File: src/hdtvm_params.svh
`ifndef HDTVM_PARAMS_SVH
`define HDTVM_PARAMS_SVH

// ----------------------------------------------------------------------------
// Register offsets
// ----------------------------------------------------------------------------
`define HDTVM_ADDR_DELAY   8'h02
`define HDTVM_ADDR_MODE    8'h03
`define HDTVM_ADDR_TRST    8'h04
`define HDTVM_ADDR_OUT     8'h05

// ----------------------------------------------------------------------------
// Field positions
// ----------------------------------------------------------------------------
`define HDTVM_LUMA_LSB     0
`define HDTVM_COLOUR_LSB   3
`define HDTVM_HD_BIT       0
`define HDTVM_DAC_EN_LSB   3
`define HDTVM_TRST_BIT     0
`define HDTVM_REV_BIT      0
`define HDTVM_RGB_BIT      1
`define HDTVM_SYNCINS_BIT  2
`define HDTVM_SWAP_BIT     3

// ----------------------------------------------------------------------------
// Writable bits and reset values
// ----------------------------------------------------------------------------
`define HDTVM_WMASK_DELAY  8'h3f
`define HDTVM_WMASK_MODE   8'h39
`define HDTVM_WMASK_TRST   8'h01
`define HDTVM_WMASK_OUT    8'h0e
`define HDTVM_RST_DELAY    8'h00
`define HDTVM_RST_MODE     8'h38
`define HDTVM_RST_TRST     8'h00
`define HDTVM_RST_OUT      8'h00

// ----------------------------------------------------------------------------
// Datapath constants
// ----------------------------------------------------------------------------
`define HDTVM_MAX_DELAY    3'h4
`define HDTVM_SYNC_LEVEL   10'h040

`endif

File: src/hdtvm_pkg.sv
package hdtvm_pkg;
  typedef logic [7:0] hdtvm_byte_t;
  typedef logic [9:0] hdtvm_px_t;
  typedef logic [2:0] hdtvm_dsel_t;
endpackage

File: src/hdtvm_dly_if.sv
`timescale 1ns/1ns
`default_nettype none
interface hdtvm_dly_if #(
  parameter int W = 10
);
  import hdtvm_pkg::*;
  logic [W-1:0] din;
  hdtvm_dsel_t  sel;
  logic [W-1:0] dout;
  modport src (output din, output sel, input dout);
  modport dly (input din, input sel, output dout);
endinterface
`default_nettype wire

File: src/hdtvm_delay.sv
`timescale 1ns/1ns
`include "hdtvm_params.svh"
`default_nettype none
module hdtvm_delay #(
  parameter int W     = 10,
  parameter int DEPTH = 4
) (
  input  wire logic  i_clk,
  input  wire logic  i_rst,
  hdtvm_dly_if.dly   dl
);
  import hdtvm_pkg::*;

  typedef struct packed {
    logic [DEPTH-1:0][W-1:0] tap;
  } hdtvm_dst_t;

  hdtvm_dst_t  st;
  hdtvm_dst_t  next_st;
  hdtvm_dsel_t eff_sel;

  always_comb begin
    next_st = st;
    next_st.tap[0] = dl.din;
    for (int k = 1; k < DEPTH; k++) begin
      next_st.tap[k] = st.tap[k-1];
    end
  end

  // RULE13: clamp undefined codes
  assign eff_sel = (dl.sel > `HDTVM_MAX_DELAY) ? `HDTVM_MAX_DELAY : dl.sel;

  // RULE1: tap select by code
  assign dl.dout = (eff_sel == 3'h0) ? dl.din : st.tap[eff_sel - 3'h1];

  always_ff @(posedge i_clk) begin
    if (i_rst) begin
      st <= '0;
    end else begin
      st <= next_st;
    end
  end
endmodule // hdtvm_delay
`default_nettype wire

File: src/hdtvm_ctrl.sv
// What this block does
// RULE1: Luma output lags input by the luma delay code, 0 to 4 clocks.
// RULE2: Both colour paths and their sync lag by the colour delay code.
// RULE3: Host writes zero to reserved bits; they are not stored anyway.
// RULE4: Mode bit one selects HD mode, zero progressive scan mode.
// RULE5: Each converter enable bit powers its converter up, clear powers it down.
// RULE6: Timing reset bit written high then low clears horizontal and vertical counters.
// RULE7: Lowest output control bit reads the fixed revision code, writes ignored.
// RULE8: RGB select passes unsigned red, green, blue samples straight through.
// RULE9: Sync insert bit forces sync level onto both colour outputs during sync.
// RULE10: Sync insert has no effect in RGB input mode.
// RULE11: Swap bit exchanges red and blue difference converter assignments.
// RULE12: 4:4:4 maps both colour ports; 4:2:2 drives only the third converter (code still puts sync level on the second when sync insert is on).
// RULE13: Delay codes above four behave as four clocks.
`timescale 1ns/1ns
`include "hdtvm_params.svh"
`default_nettype none
module hdtvm_ctrl #(
  parameter int         CW       = 12,
  parameter logic       REVISION = 1'b0  // Arbitrary value
) (
  input  wire logic               I_CLK,
  input  wire logic               I_RST,
  input  wire hdtvm_pkg::hdtvm_byte_t I_REG_ADDR,
  input  wire hdtvm_pkg::hdtvm_byte_t I_REG_WDATA,
  input  wire logic               I_REG_WE,
  input  wire logic               I_REG_RE,
  output var  hdtvm_pkg::hdtvm_byte_t O_REG_RDATA,
  input  wire hdtvm_pkg::hdtvm_px_t   I_Y,
  input  wire hdtvm_pkg::hdtvm_px_t   I_CR,
  input  wire hdtvm_pkg::hdtvm_px_t   I_CBCR,
  input  wire logic               I_HSYNC_N,
  input  wire logic               I_VSYNC_N,
  input  wire logic               I_FMT_444,
  output var  hdtvm_pkg::hdtvm_px_t   O_DAC_A,
  output var  hdtvm_pkg::hdtvm_px_t   O_DAC_B,
  output var  hdtvm_pkg::hdtvm_px_t   O_DAC_C,
  output logic [2:0]              O_DAC_PD,
  output logic                    O_HD_MODE,
  output logic                    O_RGB_MODE,
  output logic                    O_TIMING_RST,
  output logic [CW-1:0]           O_HCOUNT,
  output logic [CW-1:0]           O_VCOUNT
);
  import hdtvm_pkg::*;

  // --------------------------------------------------------------------------
  // State
  // --------------------------------------------------------------------------
  typedef struct packed {
    hdtvm_byte_t r_dly;
    hdtvm_byte_t r_mode;
    hdtvm_byte_t r_trst;
    hdtvm_byte_t r_out;
    hdtvm_byte_t rdata;
    logic        hs_d;
    logic        vs_d;
    logic        trst_pulse;
    logic [CW-1:0] hcnt;
    logic [CW-1:0] vcnt;
    hdtvm_px_t   dac_a;
    hdtvm_px_t   dac_b;
    hdtvm_px_t   dac_c;
    logic [2:0]  pd;
  } hdtvm_st_t;

  hdtvm_st_t st;
  hdtvm_st_t next_st;
  // A literal cannot be part-selected, so the reset byte gets a name
  localparam hdtvm_byte_t rst_mode = `HDTVM_RST_MODE;

  // --------------------------------------------------------------------------
  // Delay lines
  // --------------------------------------------------------------------------
  hdtvm_dly_if #(.W(10)) luma_if ();
  hdtvm_dly_if #(.W(21)) col_if ();

  assign luma_if.din = I_Y;
  assign luma_if.sel = st.r_dly[`HDTVM_LUMA_LSB +: 3];
  // RULE2: sync rides with colour
  assign col_if.din  = {I_HSYNC_N, I_CR, I_CBCR};
  assign col_if.sel  = st.r_dly[`HDTVM_COLOUR_LSB +: 3];

  hdtvm_delay #(.W(10), .DEPTH(4)) u_luma_dly (
    .i_clk (I_CLK),
    .i_rst (I_RST),
    .dl    (luma_if)
  );

  hdtvm_delay #(.W(21), .DEPTH(4)) u_col_dly (
    .i_clk (I_CLK),
    .i_rst (I_RST),
    .dl    (col_if)
  );

  logic      col_sync_n;
  hdtvm_px_t col_cr;
  hdtvm_px_t col_cbcr;
  assign {col_sync_n, col_cr, col_cbcr} = col_if.dout;

  // --------------------------------------------------------------------------
  // Next state
  // --------------------------------------------------------------------------
  always_comb begin
    logic      hs_fall;
    logic      vs_fall;
    logic      swap;
    logic      sync_on;
    hdtvm_px_t b_val;
    hdtvm_px_t c_val;
    hs_fall = 1'b0;
    vs_fall = 1'b0;
    swap    = 1'b0;
    sync_on = 1'b0;
    b_val   = '0;
    c_val   = '0;
    next_st = st;

    // RULE3: reserved bits masked off
    if (I_REG_WE) begin
      case (I_REG_ADDR)
        `HDTVM_ADDR_DELAY: next_st.r_dly  = I_REG_WDATA & `HDTVM_WMASK_DELAY;
        `HDTVM_ADDR_MODE:  next_st.r_mode = I_REG_WDATA & `HDTVM_WMASK_MODE;
        `HDTVM_ADDR_TRST:  next_st.r_trst = I_REG_WDATA & `HDTVM_WMASK_TRST;
        // RULE7: revision bit not writable
        `HDTVM_ADDR_OUT:   next_st.r_out  = I_REG_WDATA & `HDTVM_WMASK_OUT;
        default:           next_st.r_out  = st.r_out;
      endcase
    end

    if (I_REG_RE) begin
      case (I_REG_ADDR)
        `HDTVM_ADDR_DELAY: next_st.rdata = st.r_dly;
        `HDTVM_ADDR_MODE:  next_st.rdata = st.r_mode;
        `HDTVM_ADDR_TRST:  next_st.rdata = st.r_trst;
        // RULE7: revision code on read
        `HDTVM_ADDR_OUT:   next_st.rdata = {st.r_out[7:1], REVISION};
        default:           next_st.rdata = 8'h00;
      endcase
    end

    // RULE6: high-then-low pulse
    next_st.trst_pulse = st.r_trst[`HDTVM_TRST_BIT] & ~next_st.r_trst[`HDTVM_TRST_BIT];

    hs_fall      = st.hs_d & ~I_HSYNC_N;
    vs_fall      = st.vs_d & ~I_VSYNC_N;
    next_st.hs_d = I_HSYNC_N;
    next_st.vs_d = I_VSYNC_N;

    // RULE6: counters cleared
    if (st.trst_pulse) begin
      next_st.hcnt = '0;
      next_st.vcnt = '0;
    end else begin
      next_st.hcnt = hs_fall ? '0 : st.hcnt + 1'b1;
      if (vs_fall) begin
        next_st.vcnt = '0;
      end else if (hs_fall) begin
        next_st.vcnt = st.vcnt + 1'b1;
      end
    end

    swap = st.r_out[`HDTVM_SWAP_BIT];
    // RULE12: port to converter map
    if (I_FMT_444) begin
      // RULE11: swap exchanges outputs
      b_val = swap ? col_cbcr : col_cr;
      c_val = swap ? col_cr : col_cbcr;
    end else begin
      b_val = '0;
      c_val = col_cbcr;
    end

    // RULE9: sync insert on colour
    // RULE10: blocked in RGB mode
    // RULE8: RGB samples pass untouched
    sync_on = st.r_out[`HDTVM_SYNCINS_BIT] & ~st.r_out[`HDTVM_RGB_BIT] & ~col_sync_n;
    if (sync_on) begin
      b_val = `HDTVM_SYNC_LEVEL;
      c_val = `HDTVM_SYNC_LEVEL;
    end

    // RULE5: converter enables
    next_st.pd    = ~st.r_mode[`HDTVM_DAC_EN_LSB +: 3];
    // Powered-down converters idle at zero to save toggling
    next_st.dac_a = st.r_mode[`HDTVM_DAC_EN_LSB]     ? luma_if.dout : '0;
    next_st.dac_b = st.r_mode[`HDTVM_DAC_EN_LSB + 1] ? b_val : '0;
    next_st.dac_c = st.r_mode[`HDTVM_DAC_EN_LSB + 2] ? c_val : '0;
  end

  always_ff @(posedge I_CLK) begin
    if (I_RST) begin
      st        <= '0;
      st.r_dly  <= `HDTVM_RST_DELAY;
      st.r_mode <= `HDTVM_RST_MODE;
      st.r_trst <= `HDTVM_RST_TRST;
      st.r_out  <= `HDTVM_RST_OUT;
      st.hs_d   <= 1'b1;
      st.vs_d   <= 1'b1;
      st.pd     <= ~rst_mode[`HDTVM_DAC_EN_LSB +: 3];
    end else begin
      st <= next_st;
    end
  end

  // --------------------------------------------------------------------------
  // Outputs
  // --------------------------------------------------------------------------
  assign O_REG_RDATA  = st.rdata;
  assign O_DAC_A      = st.dac_a;
  assign O_DAC_B      = st.dac_b;
  assign O_DAC_C      = st.dac_c;
  assign O_DAC_PD     = st.pd;
  // RULE4: HD or progressive mode
  assign O_HD_MODE    = st.r_mode[`HDTVM_HD_BIT];
  assign O_RGB_MODE   = st.r_out[`HDTVM_RGB_BIT];
  assign O_TIMING_RST = st.trst_pulse;
  assign O_HCOUNT     = st.hcnt;
  assign O_VCOUNT     = st.vcnt;
endmodule // hdtvm_ctrl
`default_nettype wire

File: config.mk
export PLATFORM = sky130hd
export DESIGN_NAME = hdtvm_ctrl
export DESIGN_NICKNAME = d
export VERILOG_FILES = /design/src/hdtvm_pkg.sv /design/src/hdtvm_dly_if.sv /design/src/hdtvm_delay.sv /design/src/hdtvm_ctrl.sv
export VERILOG_INCLUDE_DIRS = /design/src
export SDC_FILE = /design/constraint.sdc
export NUM_CORES = 1
export LEC_CHECK = 0
export ABC_AREA = 0
export BUFFER_PORTS_ARGS = -buffer_cell sky130_fd_sc_hd__buf_2
export CAP_MARGIN = 20
export CORE_AREA = 10 10 198 144
export DETAILED_ROUTE_END_ITERATION = 8
export DIE_AREA = 0 0 208 154
export PLACE_DENSITY_LB_ADDON = 0.05
export SYNTH_ARGS = -nofsm -noshare
export SYNTH_HDL_FRONTEND = slang
export SYNTH_SLANG_ARGS = --single-unit
File: constraint.sdc
create_clock -name I_CLK -period 2.9 [get_ports I_CLK]
set_input_delay 0 -clock I_CLK [delete_from_list [all_inputs] [get_ports I_CLK]]
set_output_delay 0 -clock I_CLK [all_outputs]
set_load 0.01 [all_outputs]
Word-level counts from Yosys, hierarchy flattened
Cells that the tools add are included.
W data, S select, Z words.
{"block": "op_classes", "bitwise": 15, "order_cmp": 4, "muxes": 18, "n_eq_ne": 4, "n_reduce_logical": 12, "add_sub_neg": 4}
{"op": "$mux W10", "count": 5}
{"op": "$bmux W21 S2", "count": 1}
{"op": "$mux W21", "count": 2}
{"op": "$add A12 B1 Y12 const B", "count": 2}
{"op": "$pmux W6 S4", "count": 1}
{"op": "$mux W7", "count": 3}
{"op": "$bmux W10 S2", "count": 1}
{"op": "$eq A8 B2 Y1 const B", "count": 2}
{"op": "$eq A8 B3 Y1 const B", "count": 2}
{"op": "$mux W9", "count": 1}
{"op": "$not A1 Y1", "count": 9}
{"op": "$reduce_or A3 Y1", "count": 3}
{"op": "$gt A3 B3 Y1 const B", "count": 2}
{"op": "$logic_not A3 Y1", "count": 2}
{"op": "$lt A3 B3 Y1 const B", "count": 2}
{"op": "$mux W3", "count": 2}
{"op": "$reduce_and A2 Y1", "count": 3}
{"op": "$reduce_or A2 Y1", "count": 3}
{"op": "$sub A3 B1 Y3 const B", "count": 2}
{"op": "$and A1 B1 Y1", "count": 5}
{"op": "$mux W4", "count": 1}
{"op": "$reduce_or A4 Y1", "count": 1}
{"op": "$not A3 Y3", "count": 1}
{"op": "$mux W1", "count": 1}
{"block": "word_totals", "word_cells": 81, "reg_bits": 206, "in_bits": 53, "output_inout_bits": 68}

Depth between registers and ports, before layout
{"block": "logic_depth", "ltp_word": 9, "ltp_mapped": 10, "ltp_nobuf": 6}

Modules after synthesis
From an unflattened synthesis, not the netlist that was laid out.
{"block": "unflattened", "hier_cells": 754, "area_unflattened_um2": 8298.0}
{"module": "hdtvm_ctrl", "cells_each": 411, "area_per_inst_um2": 3746.1, "instances": 1, "seq_area_each_um2": 1601.5}
{"module": "hdtvm_delay at u_col_dly", "cells_each": 231, "area_per_inst_um2": 3059.2, "instances": 1, "seq_area_each_um2": 1681.6}
{"module": "hdtvm_delay at u_luma_dly", "cells_each": 112, "area_per_inst_um2": 1492.7, "instances": 1, "seq_area_each_um2": 800.8}

Worst setup path after synthesis
Ideal clock, no wire load.
{"block": "synth_path", "kind": "reg2reg", "start": "register st (netlist bit col_if.sel[2])", "end": "register st (netlist bit O_DAC_C[9])", "setup_time_ns": 0.142, "arrival_ns": 2.120, "t_required_ns": 2.758, "setup_slack_ns": 0.638, "n_path_buf": 4, "synth_period_minus_slack_ns": 2.262, "path_stages_with_launch": 10, "path_cell_list": "dfxtp_1 nand2b_1 buf_6 buf_6 ha_1 buf_6 buf_6 mux4_1 mux2i_1 a221oi_1"}
{"block": "synth_via", "elab_chain_len": 9, "elab_cells_between_ends": 12, "cone_classes": "add/sub: 1; order compare: 1; mux: 6; bitwise: 2; reduce/logical: 2"}
{"item": "from (decl)", "line_no": "hdtvm_ctrl.sv:67", "source": "hdtvm_st_t st;"}
{"item": "from (signal assigned)", "line_no": "hdtvm_ctrl.sv:202", "source": "st <= next_st;"}
{"item": "$gt A3 B3 Y1 (no line)"}
{"item": "$mux W3 (*)", "line_no": "hdtvm_delay.sv:31", "source": "assign eff_sel = (dl.sel > `HDTVM_MAX_DELAY) ? `HDTVM_MAX_DELAY : dl.sel;"}
{"item": "$sub A3 B1 Y3", "line_no": "hdtvm_delay.sv:34", "source": "assign dl.dout = (eff_sel == 3'h0) ? dl.din : st.tap[eff_sel - 3'h1];"}
{"item": "$bmux W21 S2", "line_no": "hdtvm_delay.sv:34"}
{"item": "$mux W21 (not written as such)", "line_no": "hdtvm_delay.sv:34"}
{"item": "$mux W21 (*)", "line_no": "hdtvm_delay.sv:34"}
{"item": "$not A1 Y1", "line_no": "hdtvm_ctrl.sv:177", "source": "sync_on = st.r_out[`HDTVM_SYNCINS_BIT] & ~st.r_out[`HDTVM_RGB_BIT] & ~col_sync_n;"}
{"item": "$and A1 B1 Y1", "line_no": "hdtvm_ctrl.sv:177"}
{"item": "$reduce_or A3 Y1 (no line)"}
Mark *: on every way between the ends. The rest lies on a longest branch, timed or not. The select of a mux whose other input is x is not followed.
A chain may end at the register's enable or synchronous reset.

Final worst setup path
{"block": "layout_path", "start": "input I_REG_ADDR[3]", "end": "register st (netlist bit O_TIMING_RST)"}
{"block": "layout_via", "elab_chain_len": 5}
{"item": "from (decl)", "line_no": "hdtvm_ctrl.sv:24", "source": "input wire hdtvm_pkg::hdtvm_byte_t I_REG_ADDR,"}
{"item": "$eq A8 B3 Y1", "line_no": "hdtvm_ctrl.sv:121", "source": "case (I_REG_ADDR)"}
{"item": "$mux W1", "line_no": "hdtvm_ctrl.sv:121"}
{"item": "$mux W9", "line_no": "hdtvm_ctrl.sv:120", "source": "if (I_REG_WE) begin"}
{"item": "$not A1 Y1", "line_no": "hdtvm_ctrl.sv:143", "source": "next_st.trst_pulse = st.r_trst[`HDTVM_TRST_BIT] & ~next_st.r_trst[`HDTVM_TRST_BIT];"}
{"item": "$and A1 B1 Y1", "line_no": "hdtvm_ctrl.sv:143"}
Every way passes these cells.

==> impl_metrics.csv <==
group,metric,value,unit
cts,cts-root-buf,"clkbuf_16",
cells_and_area,nets,913,
yosys,synth-main-ff-cell,"dfxtp_1",
cells_and_area,fin_cells,1198,
cells_and_area,area_growth,20.9,%
sta,setup_viol,0,
drt,ant_nets,0,
cells_and_area,multiInputGateArea,0.00328,sq mm
cts,cts_tree,"yes",
sta,hold_viol_final,0,
cts,clk_pin_slew_worst_paths,0.06,ns
outcome,status,"complete, no violations",
die,placementRows,48,
cells_and_area,final_util,39.8,%
sta,min_period_over_period,82.3,%
global_route,grt_pass1_wl,32000,um
global_route,grt-ovfl-total,0,
sta,max_freq,419,MHz
yosys,synth-edff-count,0,
cells_and_area,drive_gt1_share,22.7,%
global_route,grt_pass1_vias,5713,
sta,skew,0.00884,ns
yosys,yosys_warnings,0,
power_and_ir_drop,power_density,614,mW/mm^2
die,die-width,208,um
cts,cts_setup_buffers,0,
drt,wire_per_inst,16.7,um
sta,tns,0,ns
sta,relSlewSlack,46.3,%
placed_design,dp_hpwl,13800,um
drt,drc,0,
drt,wl,20000,um
drt,route.vias.total,5510,
placed_design,portBuffers,116,
die,coreArea,0.0245,sq mm
drt,first_iter_violations,238,
yosys,synthArstFlopShare,0,%
die,io_pins,121,
power_and_ir_drop,p_leak,3.97,nW
drt,first_pass_iters,4,
global_route,grt_start_max_net_pins,42,
die,fp.dieH,154,um
setup_path,critPathRequiredTime,3.34,ns
setup_path,cp_max_fo,4,
yosys,synth_cell_types,54,
cts,clock-sinks,204,
cts,cts_buffers,23,
sta,worst_pin_slew,0.803,ns
power_and_ir_drop,ir_drop,0.000382,V
placed_design,dp_cells,1101,
cts,clk_path_buf_depth,3,
sta,rsz0062_at_grt,"false",
hold_path,hold_class,"input port to flip-flop",
job,maxCapViolations,0,
yosys,avgSynthCellArea,10.8,sq um
yosys,ys_seq_area_share,50.6,%
yosys,synth.cell_area,0.00806,sq mm
setup_path,worst_ep_arrival_time,2.83,ns
drt,vias_per_cell,4.60,
cts,h-tree-depth,1,
cells_and_area,layout_commonest_cell,"dfxtp_1",
setup_path,end_kind,"flip-flop",
die,initial_core_util,32.9,%
cells_and_area,fill_cells,2378,
global_route,gr-usage-all-layers,12.2,%
setup_path,critPathKind,"input port to flip-flop",
power_and_ir_drop,power,5.99,mW
cells_and_area,seq_area,0.00408,sq mm
cts,clk-insertion-delay-late,0.50,ns
cells_and_area,final_cell_mix,"dfxtp_1, nor2b_1, buf_2, dlygate4sd3_1, nand2_1",
setup_path,crit_path_start_kind,"input port",
sta,slew_violations,0,
yosys,syn_inst,749,
yosys,ys_seq_elements,204,
global_route,antenna_found_initial,1,
sta,final.min_clock_period,2.39,ns
die,dieArea,0.0320,sq mm
placed_design,gp_congestion,0.739,
[report_power, final]
part | total (mW) | switching [mW] | internal (mW)
logic | 0.333 | 0.168 | 0.165
registers | 2.92 | 0.0347 | 2.89
clock network | 2.73 | 1.15 | 1.59
[synthesized netlist by cell type, types with 2 or more instances]
cell type	number	area [sq um]
buf_4	67	503
ha_1	4	50.1
a22o_1	2	17.5
mux4_2	22	495
xnor2_1	5	43.8
and4b_1	2	20.0
inv_1	9	33.8
clkbuf_1	22	82.6
xor2_1	13	114
buf_6	4	45.0
nor2_1	39	146
buf_1	4	15.0
nor3b_1	2	15.0
buf_2	5	25.0
a221oi_1	18	158
nand2b_1	9	56.3
nor2b_1	131	820
mux4_1	6	158
or3_1	3	18.8
o32a_1	2	20.0
nand3_1	9	45.0
nand2_1	48	180
dfxtp_1	204	4080
o221ai_1	2	17.5
o21ai_0	7	35.0
a21oi_1	37	185
mux2i_1	33	330
nand4_1	8	50.1
o22ai_1	2	12.5
o2bb2ai_1	2	17.5
nor3_1	2	10.0
or4_1	2	15.0
and4_1	2	17.5
or2_2	2	12.5
[state kept, by name (all words and copies together), names as in the netlist]
register            flops
luma_if.sel             3
O_HD_MODE               1
O_RGB_MODE              1
O_REG_RDATA             6
u_col_dly.next_st      63
u_luma_dly.next_st     30
col_if.sel              3
O_DAC_C                10
O_VCOUNT               12
O_TIMING_RST            1
u_luma_dly.st          10
O_DAC_A                10
O_DAC_B                10
st                      8
O_DAC_PD                3
u_col_dly.st           21
O_HCOUNT               12
[through the flow]
step           area [sq um]  setup slack [ns]  hold slack [ns]
6_report               9750             0.513           0.0493
4_1_cts                9750             0.487           0.0317
3_3_place_gp           8490             0.641            0.230
3_5_place_dp           8490             0.581            0.230
5_1_grt                9750             0.366           0.0937
2_1_floorplan          8070             0.638           0.0767
[final cells by class]
class | count | share of cell area (%)
inverters | 9 | 0.347
diodes | 1 | 0.0257
clock buffers | 33 | 6.80
multi-input cells | 435 | 33.6
clock inverters | 8 | 0.449
flip-flops and latches | 204 | 41.9
well taps | 325 | 4.17
repair buffers | 183 | 12.7
[critical path: stages]
cell           delay (ns)
dlygate4sd3_1        0.53
buf_2                0.15
nor4_4               0.36
dlygate4sd3_1        0.61
nand4_1              0.14
nor4b_1              0.40
dlygate4sd3_1        0.64
[cell families after synthesis]
logic type / count (synthesis) / synth area share [%]
adders and majority gates: 4 / 0.621
other: 1 / 0.0465
muxes: 61 / 12.2
and+or+nand+nor: 271 / 19.0
DFF: 204 / 50.6
xor gates and xnor gates: 18 / 1.95
buffers and inverters: 111 / 8.74
AOI/OAI and AO/OA: 79 / 6.84
[per-layer routing]
layer | wire [um] | track usage [%]
met4 | 369 | 2.79
met1 | 10400 | 17.1
met3 | 670 | 2.59
met2 | 8630 | 18.6
met5 | 0 | 0
[path summary, 6_finish.rpt]
path / from / end / slack [ns] / cells past startpoint
hold reg to reg: u_col_dly.next_st[24] / u_col_dly.next_st[45] / 0.46 / 1
setup / recovery: I_REG_ADDR[3] / O_TIMING_RST / 0.51 / 7
setup reg to reg: col_if.sel[2] / O_DAC_C[4] / 0.61 / 6
hold / removal: I_REG_ADDR[2] / O_REG_RDATA[1] / 0.05 / 5
[what timing repair did]
| action | CTS | global route |
|---|---|---|
| gates resized for setup | 0 | 0 |
| hold endpoints to repair | 113 | 0 |
| hold buffers | 55 | 0 |
Note: power is estimated with default switching activity, not from simulation.
